<file path="src/rtl/dofm_map.svh">
// Purpose: Offsets, field positions, reset values and timing counts
// Assumes: AXI4-Lite register bus, 32-bit words
// Notes:   Definitions only
`ifndef DOFM_MAP_SVH
`define DOFM_MAP_SVH

// ==========================================
// Register offsets
`define DOFM_OFF_SEL_RELAY_A  12'h000
`define DOFM_OFF_SEL_RELAY_B  12'h004
`define DOFM_OFF_SEL_OC       12'h008
`define DOFM_OFF_SEL_PULSE    12'h00c
`define DOFM_OFF_PULSE_TYPE   12'h010
`define DOFM_OFF_VBITS        12'h014
`define DOFM_OFF_STATUS       12'h018

// ==========================================
// Field positions
`define DOFM_SEL_MSB          5
`define DOFM_VBIT_MODBUS      0
`define DOFM_VBIT_CANBUS      1
`define DOFM_VBIT_ETH         2
`define DOFM_VBIT_RTETH       3

// ==========================================
// Reset values
`define DOFM_RST_SEL_RELAY_A  6'h01
`define DOFM_RST_SEL_RELAY_B  6'h05
`define DOFM_RST_SEL_OC       6'h00
`define DOFM_RST_SEL_PULSE    6'h00
`define DOFM_RST_PULSE_TYPE   1'h0

// ==========================================
// Timing
`define DOFM_CLK_HZ           25000000
`define DOFM_INDEX_HOLD_MS    10
`define DOFM_INDEX_HOLD_CYC   ((`DOFM_CLK_HZ / 1000) * `DOFM_INDEX_HOLD_MS)

`endif

</file>
<file path="src/rtl/dofm_pkg.sv">
// Purpose: Types shared by the output function selector
// Assumes: Constants live in dofm_map.svh
// Notes:   Codes 18-22 and 35 upward are not decoded
package dofm_pkg;

	typedef logic [5:0] dofm_sel_t;

	typedef enum logic [5:0] {
		DOFM_F_NONE      = 6'h00,
		DOFM_F_RUN       = 6'h01,
		DOFM_F_RUN_FWD   = 6'h02,
		DOFM_F_RUN_REV   = 6'h03,
		DOFM_F_JOG       = 6'h04,
		DOFM_F_FAULT     = 6'h05,
		DOFM_F_FLVL_A    = 6'h06,
		DOFM_F_FLVL_B    = 6'h07,
		DOFM_F_FREACH    = 6'h08,
		DOFM_F_ZERO_SPD  = 6'h09,
		DOFM_F_UPPER_LIM = 6'h0a,
		DOFM_F_LOWER_LIM = 6'h0b,
		DOFM_F_READY     = 6'h0c,
		DOFM_F_PREEXC    = 6'h0d,
		DOFM_F_OVL_PRE   = 6'h0e,
		DOFM_F_UDL_PRE   = 6'h0f,
		DOFM_F_SEQ_STAGE = 6'h10,
		DOFM_F_SEQ_CYCLE = 6'h11,
		DOFM_F_VB_MODBUS = 6'h17,
		DOFM_F_VB_CANBUS = 6'h18,
		DOFM_F_VB_ETH    = 6'h19,
		DOFM_F_BUS_OK    = 6'h1a,
		DOFM_F_INDEX     = 6'h1b,
		DOFM_F_PULSE_SUP = 6'h1c,
		DOFM_F_STO       = 6'h1d,
		DOFM_F_POS_DONE  = 6'h1e,
		DOFM_F_SPZ_DONE  = 6'h1f,
		DOFM_F_SPDIV_DONE = 6'h20,
		DOFM_F_FREQ_LIM  = 6'h21,
		DOFM_F_VB_RTETH  = 6'h22
	} dofm_func_e;

	typedef enum logic [0:0] {
		DOFM_PT_PULSE = 1'b0,
		DOFM_PT_ONOFF = 1'b1
	} dofm_ptype_e;

	typedef enum logic [1:0] {
		DOFM_WS_IDLE = 2'b00,
		DOFM_WS_RESP = 2'b01
	} dofm_wstate_e;

endpackage

</file>
<file path="src/rtl/dofm_top.sv">
// Purpose: Digital output function selector with AXI4-Lite registers
// Assumes: Status inputs come from logic on clk_sys; index pulse is async
// Notes:   Pulse generator is external; its drive enters on pulse_gen_in
//
// How it works
// - Two relays, open-collector and pulse output each have a selector.
// - Pulse output works as pulse generator or plain on/off output.
// - Same code on several outputs, each follows independently.
// - Code 0 holds the output off.
// - Codes 1-4 follow running, forward, reverse and jog with frequency output.
// - Code 5 follows drive fault.
// - Codes 6-8 follow level detects A, B and frequency reached.
// - Code 9 needs output and reference frequency both zero.
// - Codes 10 and 11 follow upper and lower limit reached.
// - Code 12 needs both powers up and no protection active.
// - Code 13 follows pre-excitation in progress.
// - Codes 14 and 15 follow overload and underload pre-alarms.
// - Codes 16 and 17 follow sequencer stage and cycle done.
// - Codes 23, 24, 25, 34 mirror fieldbus virtual bits.
// - Code 26 follows bus voltage above undervoltage threshold.
// - Code 27 asserts on index pulse, clears 10 ms later.
// - Code 28 follows pulse superposition active.
// - Code 29 follows safe torque off fault.
// - Codes 30-32 follow positioning, spindle zeroing, scale-division done.
// - Code 33 follows frequency held at a limit.
// - Pulse type 0 selects pulse mode, 1 on/off, default 0.
// - Reset selects code 1 on relay A, 5 on relay B, 0 elsewhere.
`include "dofm_map.svh"

module dofm_top (
	input  wire logic        clk_sys,
	input  wire logic        rst,
	// AXI4-Lite slave
	input  wire logic [11:0] s_axi_awaddr,
	input  wire logic        s_axi_awvalid,
	output logic             s_axi_awready,
	input  wire logic [31:0] s_axi_wdata,
	input  wire logic [3:0]  s_axi_wstrb,
	input  wire logic        s_axi_wvalid,
	output logic             s_axi_wready,
	output logic [1:0]       s_axi_bresp,
	output logic             s_axi_bvalid,
	input  wire logic        s_axi_bready,
	input  wire logic [11:0] s_axi_araddr,
	input  wire logic        s_axi_arvalid,
	output logic             s_axi_arready,
	output logic [31:0]      s_axi_rdata,
	output logic [1:0]       s_axi_rresp,
	output logic             s_axi_rvalid,
	input  wire logic        s_axi_rready,
	// Drive status conditions
	input  wire logic        st_run,
	input  wire logic        st_run_fwd,
	input  wire logic        st_run_rev,
	input  wire logic        st_jog,
	input  wire logic        st_freq_out,
	input  wire logic        st_fault,
	input  wire logic        freq_level_detect_a,
	input  wire logic        freq_level_detect_b,
	input  wire logic        st_freq_reached,
	input  wire logic        st_out_freq_zero,
	input  wire logic        st_ref_freq_zero,
	input  wire logic        st_upper_lim,
	input  wire logic        st_lower_lim,
	input  wire logic        st_main_pwr_ok,
	input  wire logic        st_ctrl_pwr_ok,
	input  wire logic        st_protect_active,
	input  wire logic        st_preexcite,
	input  wire logic        st_overload_pre,
	input  wire logic        st_underload_pre,
	input  wire logic        st_seq_stage_done,
	input  wire logic        st_seq_cycle_done,
	input  wire logic        st_bus_above_uv,
	input  wire logic        enc_index_pin,
	input  wire logic        st_pulse_sup,
	input  wire logic        safe_torque_off,
	input  wire logic        st_pos_done,
	input  wire logic        st_spindle_zero_done,
	input  wire logic        st_spindle_div_done,
	input  wire logic        st_freq_limited,
	input  wire logic        pulse_gen_in,
	// Output terminals
	output logic             relay_output_a,
	output logic             relay_output_b,
	output logic             oc_output,
	output logic             pulse_capable_output
);

	// ==========================================
	// Registers
	dofm_pkg::dofm_sel_t     sel_a_reg;
	dofm_pkg::dofm_sel_t     sel_b_reg;
	dofm_pkg::dofm_sel_t     sel_oc_reg;
	dofm_pkg::dofm_sel_t     sel_p_reg;
	dofm_pkg::dofm_ptype_e   ptype_reg;
	logic [3:0]              vbits_reg;
	dofm_pkg::dofm_wstate_e  wstate_reg;
	logic                    aw_seen_reg;
	logic                    w_seen_reg;
	logic [11:0]             awaddr_reg;
	logic [31:0]             wdata_reg;
	logic                    wstrb0_reg;
	logic [1:0]              idx_sync_reg;
	logic                    idx_prev_reg;
	logic                    idx_hold_reg;
	logic [17:0]             idx_cnt_reg;

	// ==========================================
	// Write channel
	wire        aw_fire   = s_axi_awvalid & s_axi_awready;
	wire        w_fire    = s_axi_wvalid & s_axi_wready;
	wire        aw_have   = aw_seen_reg | aw_fire;
	wire        w_have    = w_seen_reg | w_fire;
	wire [11:0] wr_addr   = aw_fire ? s_axi_awaddr : awaddr_reg;
	wire [31:0] wr_data   = w_fire ? s_axi_wdata : wdata_reg;
	wire        wr_strb0  = w_fire ? s_axi_wstrb[0] : wstrb0_reg;
	wire        wr_do     = (wstate_reg == dofm_pkg::DOFM_WS_IDLE) & aw_have & w_have;
	wire        wr_en     = wr_do & wr_strb0;
	wire        wr_sel_a  = wr_addr == `DOFM_OFF_SEL_RELAY_A;
	wire        wr_sel_b  = wr_addr == `DOFM_OFF_SEL_RELAY_B;
	wire        wr_sel_oc = wr_addr == `DOFM_OFF_SEL_OC;
	wire        wr_sel_p  = wr_addr == `DOFM_OFF_SEL_PULSE;
	wire        wr_ptype  = wr_addr == `DOFM_OFF_PULSE_TYPE;
	wire        wr_vbits  = wr_addr == `DOFM_OFF_VBITS;
	wire        wr_mapped = wr_sel_a | wr_sel_b | wr_sel_oc | wr_sel_p | wr_ptype | wr_vbits
		| (wr_addr == `DOFM_OFF_STATUS);
	wire [5:0]  wr_code   = wr_data[`DOFM_SEL_MSB:0];

	always_ff @(posedge clk_sys) begin
		if (rst) begin
			s_axi_awready <= 1'b0;
			s_axi_wready  <= 1'b0;
			s_axi_bvalid  <= 1'b0;
			s_axi_bresp   <= 2'b00;
			aw_seen_reg   <= 1'b0;
			w_seen_reg    <= 1'b0;
			awaddr_reg    <= 12'h000;
			wdata_reg     <= 32'h00000000;
			wstrb0_reg    <= 1'b0;
			wstate_reg    <= dofm_pkg::DOFM_WS_IDLE;
		end else begin
			s_axi_awready <= (wstate_reg == dofm_pkg::DOFM_WS_IDLE) & ~aw_have & ~wr_do;
			s_axi_wready  <= (wstate_reg == dofm_pkg::DOFM_WS_IDLE) & ~w_have & ~wr_do;
			if (aw_fire) begin
				awaddr_reg <= s_axi_awaddr;
			end
			if (w_fire) begin
				wdata_reg  <= s_axi_wdata;
				wstrb0_reg <= s_axi_wstrb[0];
			end
			unique case (wstate_reg)
				dofm_pkg::DOFM_WS_IDLE: begin
					aw_seen_reg <= aw_have & ~wr_do;
					w_seen_reg  <= w_have & ~wr_do;
					if (wr_do) begin
						s_axi_bvalid <= 1'b1;
						s_axi_bresp  <= wr_mapped ? 2'b00 : 2'b10;
						wstate_reg   <= dofm_pkg::DOFM_WS_RESP;
					end
				end
				dofm_pkg::DOFM_WS_RESP: begin
					if (s_axi_bready) begin
						s_axi_bvalid <= 1'b0;
						wstate_reg   <= dofm_pkg::DOFM_WS_IDLE;
					end
				end
				default: begin
					wstate_reg <= dofm_pkg::DOFM_WS_IDLE;
				end
			endcase
		end
	end

	always_ff @(posedge clk_sys) begin
		if (rst) begin
			sel_a_reg  <= `DOFM_RST_SEL_RELAY_A;
			sel_b_reg  <= `DOFM_RST_SEL_RELAY_B;
			sel_oc_reg <= `DOFM_RST_SEL_OC;
			sel_p_reg  <= `DOFM_RST_SEL_PULSE;
			ptype_reg  <= dofm_pkg::dofm_ptype_e'(`DOFM_RST_PULSE_TYPE);
			vbits_reg  <= 4'h0;
		end else if (wr_en) begin
			if (wr_sel_a) begin
				sel_a_reg <= wr_code;
			end
			if (wr_sel_b) begin
				sel_b_reg <= wr_code;
			end
			if (wr_sel_oc) begin
				sel_oc_reg <= wr_code;
			end
			if (wr_sel_p) begin
				sel_p_reg <= wr_code;
			end
			if (wr_ptype) begin
				ptype_reg <= dofm_pkg::dofm_ptype_e'(wr_data[0]);
			end
			if (wr_vbits) begin
				vbits_reg <= wr_data[3:0];
			end
		end
	end

	// ==========================================
	// Read channel
	wire [31:0] status_word = {28'h0000000, pulse_capable_output, oc_output,
		relay_output_b, relay_output_a};
	wire [11:0] ra          = s_axi_araddr;
	wire        rd_mapped   = (ra == `DOFM_OFF_SEL_RELAY_A) | (ra == `DOFM_OFF_SEL_RELAY_B)
		| (ra == `DOFM_OFF_SEL_OC) | (ra == `DOFM_OFF_SEL_PULSE)
		| (ra == `DOFM_OFF_PULSE_TYPE) | (ra == `DOFM_OFF_VBITS) | (ra == `DOFM_OFF_STATUS);
	wire [31:0] rd_word     =
		(ra == `DOFM_OFF_SEL_RELAY_A) ? {26'h0, sel_a_reg} :
		(ra == `DOFM_OFF_SEL_RELAY_B) ? {26'h0, sel_b_reg} :
		(ra == `DOFM_OFF_SEL_OC)      ? {26'h0, sel_oc_reg} :
		(ra == `DOFM_OFF_SEL_PULSE)   ? {26'h0, sel_p_reg} :
		(ra == `DOFM_OFF_PULSE_TYPE)  ? {31'h0, ptype_reg} :
		(ra == `DOFM_OFF_VBITS)       ? {28'h0000000, vbits_reg} :
		(ra == `DOFM_OFF_STATUS)      ? status_word : 32'h00000000;
	wire        ar_fire     = s_axi_arvalid & s_axi_arready;

	always_ff @(posedge clk_sys) begin
		if (rst) begin
			s_axi_arready <= 1'b0;
			s_axi_rvalid  <= 1'b0;
			s_axi_rdata   <= 32'h00000000;
			s_axi_rresp   <= 2'b00;
		end else begin
			s_axi_arready <= ~s_axi_rvalid & ~ar_fire & ~s_axi_arready;
			if (ar_fire) begin
				s_axi_rvalid <= 1'b1;
				s_axi_rdata  <= rd_word;
				s_axi_rresp  <= rd_mapped ? 2'b00 : 2'b10;
			end else if (s_axi_rvalid & s_axi_rready) begin
				s_axi_rvalid <= 1'b0;
			end
		end
	end

	// ==========================================
	// Index pulse stretcher
	// Hold 10 ms from index edge; a new edge restarts the hold
	wire idx_edge = idx_sync_reg[1] & ~idx_prev_reg;

	always_ff @(posedge clk_sys) begin
		if (rst) begin
			idx_sync_reg <= 2'b00;
			idx_prev_reg <= 1'b0;
			idx_hold_reg <= 1'b0;
			idx_cnt_reg  <= 18'h00000;
		end else begin
			idx_sync_reg <= {idx_sync_reg[0], enc_index_pin};
			idx_prev_reg <= idx_sync_reg[1];
			if (idx_edge) begin
				idx_hold_reg <= 1'b1;
				idx_cnt_reg  <= 18'(`DOFM_INDEX_HOLD_CYC - 1);
			end else if (idx_cnt_reg != 18'h00000) begin
				idx_cnt_reg <= idx_cnt_reg - 18'h00001;
			end else begin
				idx_hold_reg <= 1'b0;
			end
		end
	end

	// ==========================================
	// Condition vector, indexed by function code
	logic [63:0] cond;

	always_comb begin
		cond = 64'h0000000000000000;
		cond[dofm_pkg::DOFM_F_RUN]       = st_run & st_freq_out;
		cond[dofm_pkg::DOFM_F_RUN_FWD]   = st_run_fwd & st_freq_out;
		cond[dofm_pkg::DOFM_F_RUN_REV]   = st_run_rev & st_freq_out;
		cond[dofm_pkg::DOFM_F_JOG]       = st_jog & st_freq_out;
		cond[dofm_pkg::DOFM_F_FAULT]     = st_fault;
		cond[dofm_pkg::DOFM_F_FLVL_A]    = freq_level_detect_a;
		cond[dofm_pkg::DOFM_F_FLVL_B]    = freq_level_detect_b;
		cond[dofm_pkg::DOFM_F_FREACH]    = st_freq_reached;
		cond[dofm_pkg::DOFM_F_ZERO_SPD]  = st_out_freq_zero & st_ref_freq_zero;
		cond[dofm_pkg::DOFM_F_UPPER_LIM] = st_upper_lim;
		cond[dofm_pkg::DOFM_F_LOWER_LIM] = st_lower_lim;
		cond[dofm_pkg::DOFM_F_READY]     = st_main_pwr_ok & st_ctrl_pwr_ok & ~st_protect_active;
		cond[dofm_pkg::DOFM_F_PREEXC]    = st_preexcite;
		cond[dofm_pkg::DOFM_F_OVL_PRE]   = st_overload_pre;
		cond[dofm_pkg::DOFM_F_UDL_PRE]   = st_underload_pre;
		cond[dofm_pkg::DOFM_F_SEQ_STAGE] = st_seq_stage_done;
		cond[dofm_pkg::DOFM_F_SEQ_CYCLE] = st_seq_cycle_done;
		cond[dofm_pkg::DOFM_F_VB_MODBUS] = vbits_reg[`DOFM_VBIT_MODBUS];
		cond[dofm_pkg::DOFM_F_VB_CANBUS] = vbits_reg[`DOFM_VBIT_CANBUS];
		cond[dofm_pkg::DOFM_F_VB_ETH]    = vbits_reg[`DOFM_VBIT_ETH];
		cond[dofm_pkg::DOFM_F_VB_RTETH]  = vbits_reg[`DOFM_VBIT_RTETH];
		cond[dofm_pkg::DOFM_F_BUS_OK]    = st_bus_above_uv;
		cond[dofm_pkg::DOFM_F_INDEX]     = idx_hold_reg;
		cond[dofm_pkg::DOFM_F_PULSE_SUP] = st_pulse_sup;
		cond[dofm_pkg::DOFM_F_STO]       = safe_torque_off;
		cond[dofm_pkg::DOFM_F_POS_DONE]  = st_pos_done;
		cond[dofm_pkg::DOFM_F_SPZ_DONE]  = st_spindle_zero_done;
		cond[dofm_pkg::DOFM_F_SPDIV_DONE] = st_spindle_div_done;
		cond[dofm_pkg::DOFM_F_FREQ_LIM]  = st_freq_limited;
		cond[dofm_pkg::DOFM_F_NONE]      = 1'b0;
	end

	// ==========================================
	// Output selection
	// Independent lookups; unset codes read as zero
	wire out_a_next  = cond[sel_a_reg];
	wire out_b_next  = cond[sel_b_reg];
	wire out_oc_next = cond[sel_oc_reg];
	// Pulse mode passes generator, on/off mode passes function
	wire out_p_next  = (ptype_reg == dofm_pkg::DOFM_PT_PULSE) ? pulse_gen_in : cond[sel_p_reg];

	always_ff @(posedge clk_sys) begin
		if (rst) begin
			relay_output_a       <= 1'b0;
			relay_output_b       <= 1'b0;
			oc_output            <= 1'b0;
			pulse_capable_output <= 1'b0;
		end else begin
			relay_output_a       <= out_a_next;
			relay_output_b       <= out_b_next;
			oc_output            <= out_oc_next;
			pulse_capable_output <= out_p_next;
		end
	end

endmodule

</file>
<file path="config.mk">
export PLATFORM = sky130hd
export DESIGN_NAME = dofm_top
export DESIGN_NICKNAME = d
export VERILOG_FILES = /design/src/rtl/dofm_pkg.sv /design/src/rtl/dofm_top.sv
export VERILOG_INCLUDE_DIRS = /design/src /design/src/rtl
export SDC_FILE = /design/constraint.sdc
export NUM_CORES = 1
export LEC_CHECK = 0
export BUFFER_PORTS_ARGS = -buffer_cell sky130_fd_sc_hd__buf_4
export CAP_MARGIN = 40
export CORE_UTILIZATION = 35
export CTS_CLUSTER_DIAMETER = 80
export CTS_CLUSTER_SIZE = 30
export DETAILED_ROUTE_END_ITERATION = 12
export SYNTH_ARGS = -nofsm -noshare
export SYNTH_HDL_FRONTEND = slang
export SYNTH_SLANG_ARGS = --single-unit
</file>
<file path="constraint.sdc">
create_clock -name clk_sys -period 4.2 [get_ports clk_sys]
set_input_delay 0.21 -clock clk_sys [delete_from_list [all_inputs] [get_ports clk_sys]]
set_output_delay 0.21 -clock clk_sys [all_outputs]
set_load 0.02 [all_outputs]
</file>
* Yosys cells after proc, flatten, opt, wreduce, memory -nomap -nowiden
Index checks and enable logic that the tools add are counted.
** Cells by class
- Add/subtract/negate cells :: 1
- Bitwise gates (word level) :: 45
- Eq/ne operators :: 16
- Multiplexer cells :: 33
- Magnitude comparators :: 4
- Reduce and logical (&&, ||, !) cells :: 17
** Operator list (count)
- $eq A12 B5 Y1 const B :: 6
- $eq A12 B4 Y1 const B :: 4
- $mux W18 :: 2
- $mux W6 :: 5
- $lt A6 B7 Y1 const B :: 4
- $bmux W1 S6 :: 4
- $eq A12 B3 Y1 const B :: 2
- $logic_not A12 Y1 :: 2
- $and A1 B1 Y1 :: 23
- $reduce_bool A18 Y1 :: 1
- $sub A18 B1 Y18 const B :: 1
- $reduce_and A2 Y1 :: 8
- $or A1 B1 Y1 :: 14
- $mux W1 :: 12
- $mux W12 :: 1
- $mux W4 :: 3
- $mux W2 :: 4
- $not A1 Y1 :: 8
- $ne A2 B2 Y1 const B :: 3
- $reduce_bool A2 Y1 :: 3
- $pmux W2 S2 :: 1
- $reduce_and A3 Y1 :: 1
- $eq A2 B1 Y1 const B :: 1
- $logic_not A2 Y1 :: 1
- other kinds (2) :: 2
** Storage, ports and cells
- Output and inout port bits :: 45
- Input bits :: 97
- Logic and storage cells :: 145
- Bits in registers :: 119

* Longest topological paths before layout
Gate-level depths: netlist of run 1.
- Depth in word-level cells :: 10
- Depth in mapped cells :: 8
- Depth with buffers taken out :: 7

* Worst setup path before layout of run 1
No wires, ideal clock.
- Kind :: register to register
- From :: register idx_cnt_reg[3]
- To :: register idx_cnt_reg[2]
- Path buffers :: 2
- Clock period less this slack :: 2193 ps
- Setup slack :: 2007 ps
- Library setup time :: 132 ps
- Data arrival time :: 2061 ps
- Data required time :: 4068 ps
- Cell stages (with the launch flop) :: 8
- Path through :: dfxtp_1 -> or4_4 -> buf_6 -> or2_1 -> buf_6 -> or4_4 -> a21oi_1 -> a21oi_1
** Between the ends
- Word-level cells in the longest chain between the ends :: 2
** RTL lines
- from (decl) :: RTL line dofm_top.sv:106 : logic [17:0] idx_cnt_reg;
- from (signal assigned) :: RTL line dofm_top.sv:256 : idx_cnt_reg <= 18'(`DOFM_INDEX_HOLD_CYC - 1);
- from (signal assigned) :: RTL line dofm_top.sv:258 : idx_cnt_reg <= idx_cnt_reg - 18'h00001;
- $reduce_bool A18 Y1 :: RTL line dofm_top.sv:257 : end else if (idx_cnt_reg != 18'h00000) begin
- $reduce_bool A2 Y1 (no line)
No other way between the ends.
A chain may end at the register's enable or synchronous reset.

* Worst setup path in the final report of run 1
- From :: register s_axi_awready
- To :: register sel_p_reg[5]
** Between the ends
- Word-level cells in the longest chain between the ends :: 6
- Elaborated cells between the ends (all ways) :: 8
- Classes of those cells :: 1 x eq/ne; 1 x mux; 5 x bitwise; 1 x reduce/logical
** RTL lines
- from (decl) :: RTL line dofm_top.sv:36 : output logic s_axi_awready,
- from (signal assigned) :: RTL line dofm_top.sv:142 : s_axi_awready <= (wstate_reg == dofm_pkg::DOFM_WS_IDLE) & ~aw_have & ~wr_do;
- $and A1 B1 Y1 * :: RTL line dofm_top.sv:110 : wire aw_fire = s_axi_awvalid & s_axi_awready;
- $or A1 B1 Y1 :: RTL line dofm_top.sv:112 : wire aw_have = aw_seen_reg | aw_fire;
- $and A1 B1 Y1 (2 in a row) :: RTL line dofm_top.sv:117 : wire wr_do = (wstate_reg == dofm_pkg::DOFM_WS_IDLE) & aw_have & w_have;
- $and A1 B1 Y1 :: RTL line dofm_top.sv:118 : wire wr_en = wr_do & wr_strb0;
- $reduce_and A2 Y1 (no line) *
- to (signal assigned) :: RTL line dofm_top.sv:179 : sel_p_reg <= `DOFM_RST_SEL_PULSE;
- to (signal assigned) :: RTL line dofm_top.sv:193 : sel_p_reg <= wr_code;
- to (decl) :: RTL line dofm_top.sv:94 : dofm_pkg::dofm_sel_t sel_p_reg;
Mark *: on every way between the ends. The rest lies on a longest branch, timed or not.

==> impl_metrics.xml, run 1 <==
<?xml version="1.0" encoding="UTF-8"?>
<metrics>
  <group name="setup_path">
    <metric name="critPathMaxStageDelay" unit="ns">0.49</metric>
    <metric name="startpoint_type" unit="">register</metric>
    <metric name="critPathRequiredTime" unit="ns">4.41</metric>
    <metric name="critPathBufInv" unit="">0</metric>
    <metric name="end_kind" unit="">register</metric>
    <metric name="criticalPathCategory" unit="">register to register</metric>
    <metric name="ordered_list_of_cells_on_the_worst_path" unit="">nand2_1 &gt; mux2i_1 &gt; nor4b_4 &gt; nand3_1 &gt; mux2i_1</metric>
    <metric name="timing.critical_path.max_delay_family" unit="">simple AND/OR/NAND/NOR gates</metric>
    <metric name="critical_path_arrival" unit="ns">2.67</metric>
    <metric name="cp_slowest_cell" unit="">sky130_fd_sc_hd__nor4b_4</metric>
    <metric name="cp_common_cell" unit="">sky130_fd_sc_hd__mux2i_1</metric>
    <metric name="worst-path-max-fanout" unit="">17</metric>
  </group>
  <group name="power">
    <metric name="p_leak" unit="nW">2.52</metric>
    <metric name="design_power_total" unit="mW">2.52</metric>
    <metric name="p_seq_frac" unit="">0.407</metric>
    <metric name="power.net_switching" unit="mW">0.848</metric>
    <metric name="internal_power" unit="mW">1.67</metric>
    <metric name="sw_ratio" unit="">0.336</metric>
    <metric name="vdd_ir_drop_max" unit="mV">0.218</metric>
    <metric name="power.clock.fraction" unit="">0.288</metric>
    <metric name="comb_power_frac" unit="">0.305</metric>
    <metric name="ratio_of_total_power_to_cell_area" unit="mW/mm²">412</metric>
  </group>
  <group name="drt">
    <metric name="drt_first_pass_iters" unit="">5</metric>
    <metric name="detail_route.vias_per_cell" unit="">5.50</metric>
    <metric name="met1_length" unit="mm">6.32</metric>
    <metric name="route.detailed.drc" unit="">0</metric>
    <metric name="number_of_violations_reported_at_the_end_of_detailed_routing_iteration_0" unit="">489</metric>
    <metric name="ant_nets" unit="">0</metric>
    <metric name="num_vias" unit="">4795</metric>
    <metric name="highest_layer" unit="">met4</metric>
    <metric name="wl_met2" unit="mm">6.60</metric>
    <metric name="post_drt_wl_per_cell" unit="µm">16.1</metric>
    <metric name="met3_wirelength" unit="µm">887</metric>
    <metric name="routed_wirelength" unit="mm">14.0</metric>
  </group>
  <group name="cts">
    <metric name="cts_buffers" unit="">9</metric>
    <metric name="cts_tree" unit="">built</metric>
    <metric name="cts_hold_repair.buffers" unit="">0</metric>
    <metric name="clk_transition_reported_paths" unit="ns">0.06</metric>
    <metric name="post_cts_resized" unit="">0</metric>
    <metric name="clock_latency_late_sink" unit="ns">0.34</metric>
    <metric name="htreeDepth" unit="">3</metric>
    <metric name="clock_sink_count" unit="">89</metric>
    <metric name="clockBufferDepth" unit="">2</metric>
    <metric name="post-cts-setup-buffers" unit="">0</metric>
    <metric name="cts_root_buf" unit="">sky130_fd_sc_hd__clkbuf_16</metric>
  </group>
  <group name="status">
    <metric name="outcome" unit="">finished clean</metric>
  </group>
  <group name="sta">
    <metric name="setup_violations" unit="">0</metric>
    <metric name="period_minus_slack" unit="ns">2.46</metric>
    <metric name="skew" unit="ns">0.00447</metric>
    <metric name="worst_pin_slew" unit="ns">0.903</metric>
    <metric name="worst_slack" unit="ns">1.74</metric>
    <metric name="rsz0062_at_grt" unit="">false</metric>
    <metric name="fin_setup_tns" unit="ns">0</metric>
    <metric name="timing.max_slew.rel_slack" unit="">0.397</metric>
    <metric name="drv_slew" unit="">0</metric>
    <metric name="period_share" unit="">0.586</metric>
    <metric name="final_hold_viol_count" unit="">0</metric>
    <metric name="max_freq" unit="MHz">407</metric>
    <metric name="fin_worst_hold_slack" unit="ns">0.0975</metric>
  </group>
  <group name="synth">
    <metric name="yosys_warnings" unit="">0</metric>
    <metric name="synth.area.mux_share" unit="">0.170</metric>
    <metric name="yosys.area_share.simple" unit="">0.226</metric>
    <metric name="synth_fa_ha_area_frac" unit="">0.00238</metric>
    <metric name="combinational_family_with_the_most_area_after_synthesis" unit="">simple AND/OR/NAND/NOR gates</metric>
    <metric name="post_synth_xor_area_fraction" unit="">0.0183</metric>
    <metric name="synth.largest_area_cell" unit="">sky130_fd_sc_hd__dfxtp_1</metric>
    <metric name="number_of_flops_mapped_to_enable_cells_by_yosys" unit="">0</metric>
    <metric name="synth_compound_gate_area_share" unit="">0.157</metric>
    <metric name="synth-seq-cells" unit="">89</metric>
    <metric name="asyncSetResetFlopFracSynth" unit="">0</metric>
    <metric name="synthesized_area" unit="mm²">0.00526</metric>
    <metric name="synth_area_per_cell" unit="µm²">8.36</metric>
    <metric name="synthDistinctLibCells" unit="">65</metric>
    <metric name="postSynth.topFlopCell" unit="">sky130_fd_sc_hd__dfxtp_1</metric>
    <metric name="syn_inst" unit="">629</metric>
    <metric name="ys_seq_area_frac" unit="">0.339</metric>
    <metric name="synthDominantCellAreaShare" unit="">0.339</metric>
    <metric name="ys_top_cells_by_area" unit="">sky130_fd_sc_hd__dfxtp_1 (34%), sky130_fd_sc_hd__mux2i_1 (11%), sky130_fd_sc_hd__nand2_1 (5.6%)</metric>
  </group>
  <group name="grt">
    <metric name="largest_net_degree_at_the_start_of_global_routing" unit="">57</metric>
    <metric name="overflow" unit="">0</metric>
    <metric name="groute.usage.overall" unit="">0.182</metric>
    <metric name="number_of_antenna_violations_at_the_first_check_in_global_routing" unit="">0</metric>
    <metric name="first_pass_grt_wire_length" unit="mm">22.6</metric>
    <metric name="grt_pass1_vias" unit="">4385</metric>
  </group>
  <group name="floorplanning">
    <metric name="die_w" unit="µm">125</metric>
    <metric name="initial_utilization" unit="">0.360</metric>
    <metric name="rows" unit="">44</metric>
    <metric name="core" unit="mm²">0.0146</metric>
    <metric name="i_o_pins" unit="">142</metric>
    <metric name="chipHeight" unit="µm">125</metric>
    <metric name="design.die.area" unit="mm²">0.0155</metric>
  </group>
  <group name="flow_run">
    <metric name="cap_viol_max_count" unit="">0</metric>
  </group>
  <group name="finish">
    <metric name="mostFrequentLayoutCells" unit="">sky130_fd_sc_hd__dfxtp_1 (89), sky130_fd_sc_hd__buf_4 (85), sky130_fd_sc_hd__nand2_1 (79), sky130_fd_sc_hd__mux2i_1 (59), sky130_fd_sc_hd__a21oi_1 (49)</metric>
    <metric name="antenna_cells_inserted" unit="">0</metric>
    <metric name="post_layout_nonfiller_instances" unit="">872</metric>
    <metric name="layout_cell_share_with_drive_strength_beyond_1" unit="">0.174</metric>
    <metric name="final_common_cell" unit="">sky130_fd_sc_hd__dfxtp_1</metric>
    <metric name="finish.net_count" unit="">782</metric>
    <metric name="largest_register_ff_count" unit="">18</metric>
    <metric name="flow.area_growth_from_synthesis" unit="%">16.3</metric>
  </group>
  <group name="placement">
    <metric name="dp_worst_setup_slack" unit="ns">1.75</metric>
    <metric name="portBuffers" unit="">84</metric>
    <metric name="detailedPlacementHpwl" unit="mm">10.6</metric>
    <metric name="place.detailed.instances" unit="">857</metric>
    <metric name="gp_routability_congestion" unit="">0.849</metric>
  </group>
  <group name="hold_path">
    <metric name="hold_path.class" unit="">primary input to register</metric>
  </group>
</metrics>
## stage by stage
step	utilization	cell area, µm²
global route	0.419	6120
floorplan	-	5360
finish	0.419	6120
CTS	0.419	6120
global placement	0.401	5850
detailed placement	0.401	5850
## power by group through the flow
stage                     clock [mW]  sequential [mW]  combinational, mW
after CTS                      0.744             1.03              0.771
after detailed placement           0             1.04              0.769
after global routing           0.781             1.04              0.861
after floorplan                    0             1.03              0.643
after global placement             0             1.04              0.745
final                          0.726             1.03              0.769
## layout make-up
cell class	count	area (µm²)
multi-input cells	477	3120
inverters	22	82.6
flip-flops and latches	89	1780
fillers	1459	8470
repair buffers	85	638
clock buffers	12	246
well taps	184	230
clock inverters	3	17.5
## path summary, 6_finish.rpt
check	end	from	slack [ns]	depth (start not counted)
worst max-delay path	sel_p_reg[5]	s_axi_awready	1.74	5
worst min-delay path	idx_sync_reg[0]	enc_index_pin	0.1	2
worst max register to register	sel_p_reg[5]	s_axi_awready	1.74	5
worst min register to register	idx_sync_reg[1]	idx_sync_reg[0]	0.45	1
## cell families (layout without fill, tap and decap cells)
group,Yosys count,after routing
compound gates,131,131
fa+ha+maj,1,1
simple gates,233,233
mux,73,73
buf+inv,90,122
other cells,1,28
xor+xnor,11,11
flops,89,89
## cell usage after synthesis, types with 3 or more instances
master / n
sky130_fd_sc_hd__dfxtp_1: 89
sky130_fd_sc_hd__nand2_1: 79
sky130_fd_sc_hd__mux2i_1: 59
sky130_fd_sc_hd__a21oi_1: 49
sky130_fd_sc_hd__nor2_1: 43
sky130_fd_sc_hd__clkbuf_1: 35
sky130_fd_sc_hd__buf_4: 28
sky130_fd_sc_hd__o21ai_0: 24
sky130_fd_sc_hd__inv_1: 22
sky130_fd_sc_hd__nor3_1: 21
sky130_fd_sc_hd__nand3_1: 17
sky130_fd_sc_hd__mux4_2: 13
sky130_fd_sc_hd__nand4_1: 9
sky130_fd_sc_hd__xor2_1: 9
sky130_fd_sc_hd__nand3b_1: 8
sky130_fd_sc_hd__a31oi_1: 7
sky130_fd_sc_hd__nor2b_1: 7
sky130_fd_sc_hd__or3_1: 7
sky130_fd_sc_hd__nor4_1: 6
sky130_fd_sc_hd__nand2b_1: 5
sky130_fd_sc_hd__nand4b_1: 5
sky130_fd_sc_hd__o211ai_1: 5
sky130_fd_sc_hd__a211o_1: 4
sky130_fd_sc_hd__a21o_1: 4
sky130_fd_sc_hd__o311ai_0: 4
sky130_fd_sc_hd__or4_1: 4
sky130_fd_sc_hd__a2111oi_0: 3
sky130_fd_sc_hd__a21boi_0: 3
sky130_fd_sc_hd__a22oi_1: 3
sky130_fd_sc_hd__a32oi_1: 3
sky130_fd_sc_hd__and2_1: 3
sky130_fd_sc_hd__and4_1: 3
sky130_fd_sc_hd__buf_1: 3
sky130_fd_sc_hd__o22ai_1: 3
sky130_fd_sc_hd__o31ai_1: 3
sky130_fd_sc_hd__or2_2: 3
## routing by layer
layer / track usage / up-vias
met3: 0.0468 / 23
li1: - / 2327
met2: 0.290 / 159
met4: 0.0461 / 0
met1: 0.242 / 2286
met5: 0 / -
Power figures use the tool's default switching activity.
==> inputs of run 2 (changes only) <==
clock period = 2.1 ns   (was 4.2 ns; I/O delays follow)
==> impl_metrics.xml, run 2 (same netlist as run 1, synthesis figures left out) <==
<?xml version="1.0" encoding="UTF-8"?>
<metrics>
  <group name="status">
    <metric name="outcome" unit="">finished clean</metric>
  </group>
  <group name="drt">
    <metric name="number_of_violations_reported_at_the_end_of_detailed_routing_iteration_0" unit="">367</metric>
    <metric name="routed_wirelength" unit="mm">14.7</metric>
    <metric name="drt_first_pass_iters" unit="">5</metric>
    <metric name="ant_nets" unit="">0</metric>
    <metric name="route.detailed.drc" unit="">0</metric>
    <metric name="post_drt_wl_per_cell" unit="µm">16.1</metric>
    <metric name="num_vias" unit="">4996</metric>
    <metric name="detail_route.vias_per_cell" unit="">5.47</metric>
  </group>
  <group name="setup_path">
    <metric name="rr_endpoint" unit="">idx_cnt_reg[13]</metric>
    <metric name="end_kind" unit="">register</metric>
    <metric name="startpoint_type" unit="">register</metric>
    <metric name="r2r_worst_path_depth" unit="">6</metric>
    <metric name="r2r_setup_slack" unit="ns">0.03</metric>
    <metric name="critical_path_arrival" unit="ns">2.29</metric>
    <metric name="worst_r2r_startpoint" unit="">idx_cnt_reg[10]</metric>
    <metric name="criticalPathCategory" unit="">register to register</metric>
    <metric name="worst-path-max-fanout" unit="">6</metric>
    <metric name="critPathRequiredTime" unit="ns">2.32</metric>
  </group>
  <group name="grt">
    <metric name="grt_util_met2" unit="">0.317</metric>
    <metric name="overflow" unit="">0</metric>
    <metric name="globalRouteMet3Util" unit="">0.0451</metric>
    <metric name="groute.usage.overall" unit="">0.187</metric>
    <metric name="grt_pass1_vias" unit="">4771</metric>
    <metric name="globalRoute.busiestLayer" unit="">met2</metric>
    <metric name="grt_util_met1" unit="">0.232</metric>
    <metric name="first_pass_grt_wire_length" unit="mm">23.6</metric>
    <metric name="largest_net_degree_at_the_start_of_global_routing" unit="">39</metric>
    <metric name="number_of_antenna_violations_at_the_first_check_in_global_routing" unit="">0</metric>
  </group>
  <group name="floorplanning">
    <metric name="initial_utilization" unit="">0.360</metric>
    <metric name="die_w" unit="µm">125</metric>
    <metric name="chipHeight" unit="µm">125</metric>
    <metric name="design.die.area" unit="mm²">0.0155</metric>
    <metric name="i_o_pins" unit="">142</metric>
    <metric name="rows" unit="">44</metric>
    <metric name="core" unit="mm²">0.0146</metric>
  </group>
  <group name="sta">
    <metric name="worst_pin_slew" unit="ns">0.654</metric>
    <metric name="period_minus_slack" unit="ns">2.07</metric>
    <metric name="drv_slew" unit="">0</metric>
    <metric name="timing.max_slew.rel_slack" unit="">0.559</metric>
    <metric name="max_freq" unit="MHz">483</metric>
    <metric name="period_share" unit="">0.986</metric>
    <metric name="fin_setup_tns" unit="ns">0</metric>
    <metric name="final_hold_viol_count" unit="">0</metric>
    <metric name="rsz0062_at_grt" unit="">true</metric>
    <metric name="setup_violations" unit="">0</metric>
    <metric name="skew" unit="ns">0.0116</metric>
  </group>
  <group name="placement">
    <metric name="portBuffers" unit="">84</metric>
    <metric name="detailedPlacementHpwl" unit="mm">11.2</metric>
    <metric name="gp_routability_congestion" unit="">0.892</metric>
  </group>
  <group name="cts">
    <metric name="clockBufferDepth" unit="">2</metric>
    <metric name="cts_buffers" unit="">9</metric>
    <metric name="post-cts-setup-buffers" unit="">0</metric>
    <metric name="cts_root_buf" unit="">sky130_fd_sc_hd__clkbuf_16</metric>
    <metric name="clock_latency_late_sink" unit="ns">0.34</metric>
    <metric name="clk_transition_reported_paths" unit="ns">0.06</metric>
    <metric name="cts_tree" unit="">built</metric>
    <metric name="clock_sink_count" unit="">89</metric>
    <metric name="htreeDepth" unit="">3</metric>
  </group>
  <group name="finish">
    <metric name="mostFrequentLayoutCells" unit="">sky130_fd_sc_hd__buf_4 (124), sky130_fd_sc_hd__dfxtp_1 (87), sky130_fd_sc_hd__nand2_1 (79), sky130_fd_sc_hd__mux2i_1 (59), sky130_fd_sc_hd__a21oi_1 (48)</metric>
    <metric name="largest_register_ff_count" unit="">18</metric>
    <metric name="final_common_cell" unit="">sky130_fd_sc_hd__buf_4</metric>
    <metric name="flow.area_growth_from_synthesis" unit="%">23.8</metric>
    <metric name="final_standard_cell_utilization_of_the_core" unit="">0.446</metric>
    <metric name="antenna_cells_inserted" unit="">0</metric>
    <metric name="finish.net_count" unit="">823</metric>
    <metric name="layout_cell_share_with_drive_strength_beyond_1" unit="">0.237</metric>
  </group>
  <group name="power">
    <metric name="p_leak" unit="nW">2.74</metric>
    <metric name="vdd_ir_drop_max" unit="mV">0.756</metric>
    <metric name="design_power_total" unit="mW">5.51</metric>
    <metric name="ratio_of_total_power_to_cell_area" unit="mW/mm²">847</metric>
  </group>
  <group name="hold_path">
    <metric name="worst_hold_path.endpoint" unit="">awaddr_reg[5]</metric>
    <metric name="hold_path.class" unit="">primary input to register</metric>
    <metric name="hold_start" unit="">s_axi_awaddr[5]</metric>
    <metric name="worstHoldPathCells" unit="">3</metric>
  </group>
  <group name="flow_run">
    <metric name="cap_viol_max_count" unit="">0</metric>
  </group>
</metrics>
[run 2: worst max-delay path: stages (launching register included)]
cell and delay, ns:
sky130_fd_sc_hd__dfxtp_1 0.31, sky130_fd_sc_hd__or4_4 0.54, sky130_fd_sc_hd__or4_4 0.56, sky130_fd_sc_hd__buf_6 0.16
sky130_fd_sc_hd__nand4_1 0.11, sky130_fd_sc_hd__xor2_1 0.21, sky130_fd_sc_hd__nor2_1 0.07
[run 2: worst max-delay path by stage]
| stage | to | slack (ns) | cells after the start | from |
|---|---|---|---|---|
| final | idx_cnt_reg[13] | 0.03 | 6 | idx_cnt_reg[10] |
| after CTS | vbits_reg[3] | 0.01 | 4 | s_axi_awready |
| after detailed placement | idx_cnt_reg[7] | -0.06 | 5 | idx_cnt_reg[10] |
| after global placement | idx_cnt_reg[7] | -0.008 | 5 | idx_cnt_reg[10] |
| after floorplan | idx_cnt_reg[7] | -0.05 | 6 | idx_cnt_reg[10] |
| after global routing | idx_cnt_reg[14] | -0.05 | 5 | idx_cnt_reg[6] |
[run 2: per-layer routing]
layer,part of all wire,vias to the layer above
met2,0.49,192
met1,0.42,2357
met5,0,-
met3,0.074,29
li1,-,2418
met4,0.023,0
[run 2: per-stage QoR]
| stage | worst slack, ns | cells | hold slack, ns | area (µm²) |
|---|---|---|---|---|
| 2_1_floorplan | -0.0514 | 656 | 0.233 | 5390 |
| 3_3_place_gp | -0.00836 | 897 | 0.325 | 6180 |
| 3_5_place_dp | -0.0622 | 897 | 0.337 | 6180 |
| 4_1_cts | 0.0123 | 914 | 0.00785 | 6470 |
| 5_1_grt | -0.0510 | 914 | 0.0131 | 6510 |
| 6_report | 0.0295 | 914 | 0.0231 | 6510 |
[run 2: area by class of cell]
| class | count | area, µm² |
|---|---|---|
| well taps | 184 | 230 |
| flip-flops and latches | 89 | 1780 |
| clock buffers | 11 | 243 |
| clock inverters | 5 | 31.3 |
| fillers | 1431 | 8080 |
| repair buffers | 126 | 952 |
| multi-input cells | 477 | 3190 |
| inverters | 22 | 82.6 |
[run 2: report_power, final]
part | leakage (nW) | switching [mW] | internal [mW]
Combinational | 1.88 | 1.03 | 0.946
Clock | 0.135 | 0.654 | 0.830
Sequential | 0.726 | 0.164 | 1.89
[run 2: what timing repair did]
item / in CTS / in global routing
gates resized for setup: 2 / 6
hold buffers: 1 / 0
endpoints found under the setup margin: 11 / 25
pin swaps: 0 / 4
endpoints found under the hold margin: 1 / 0
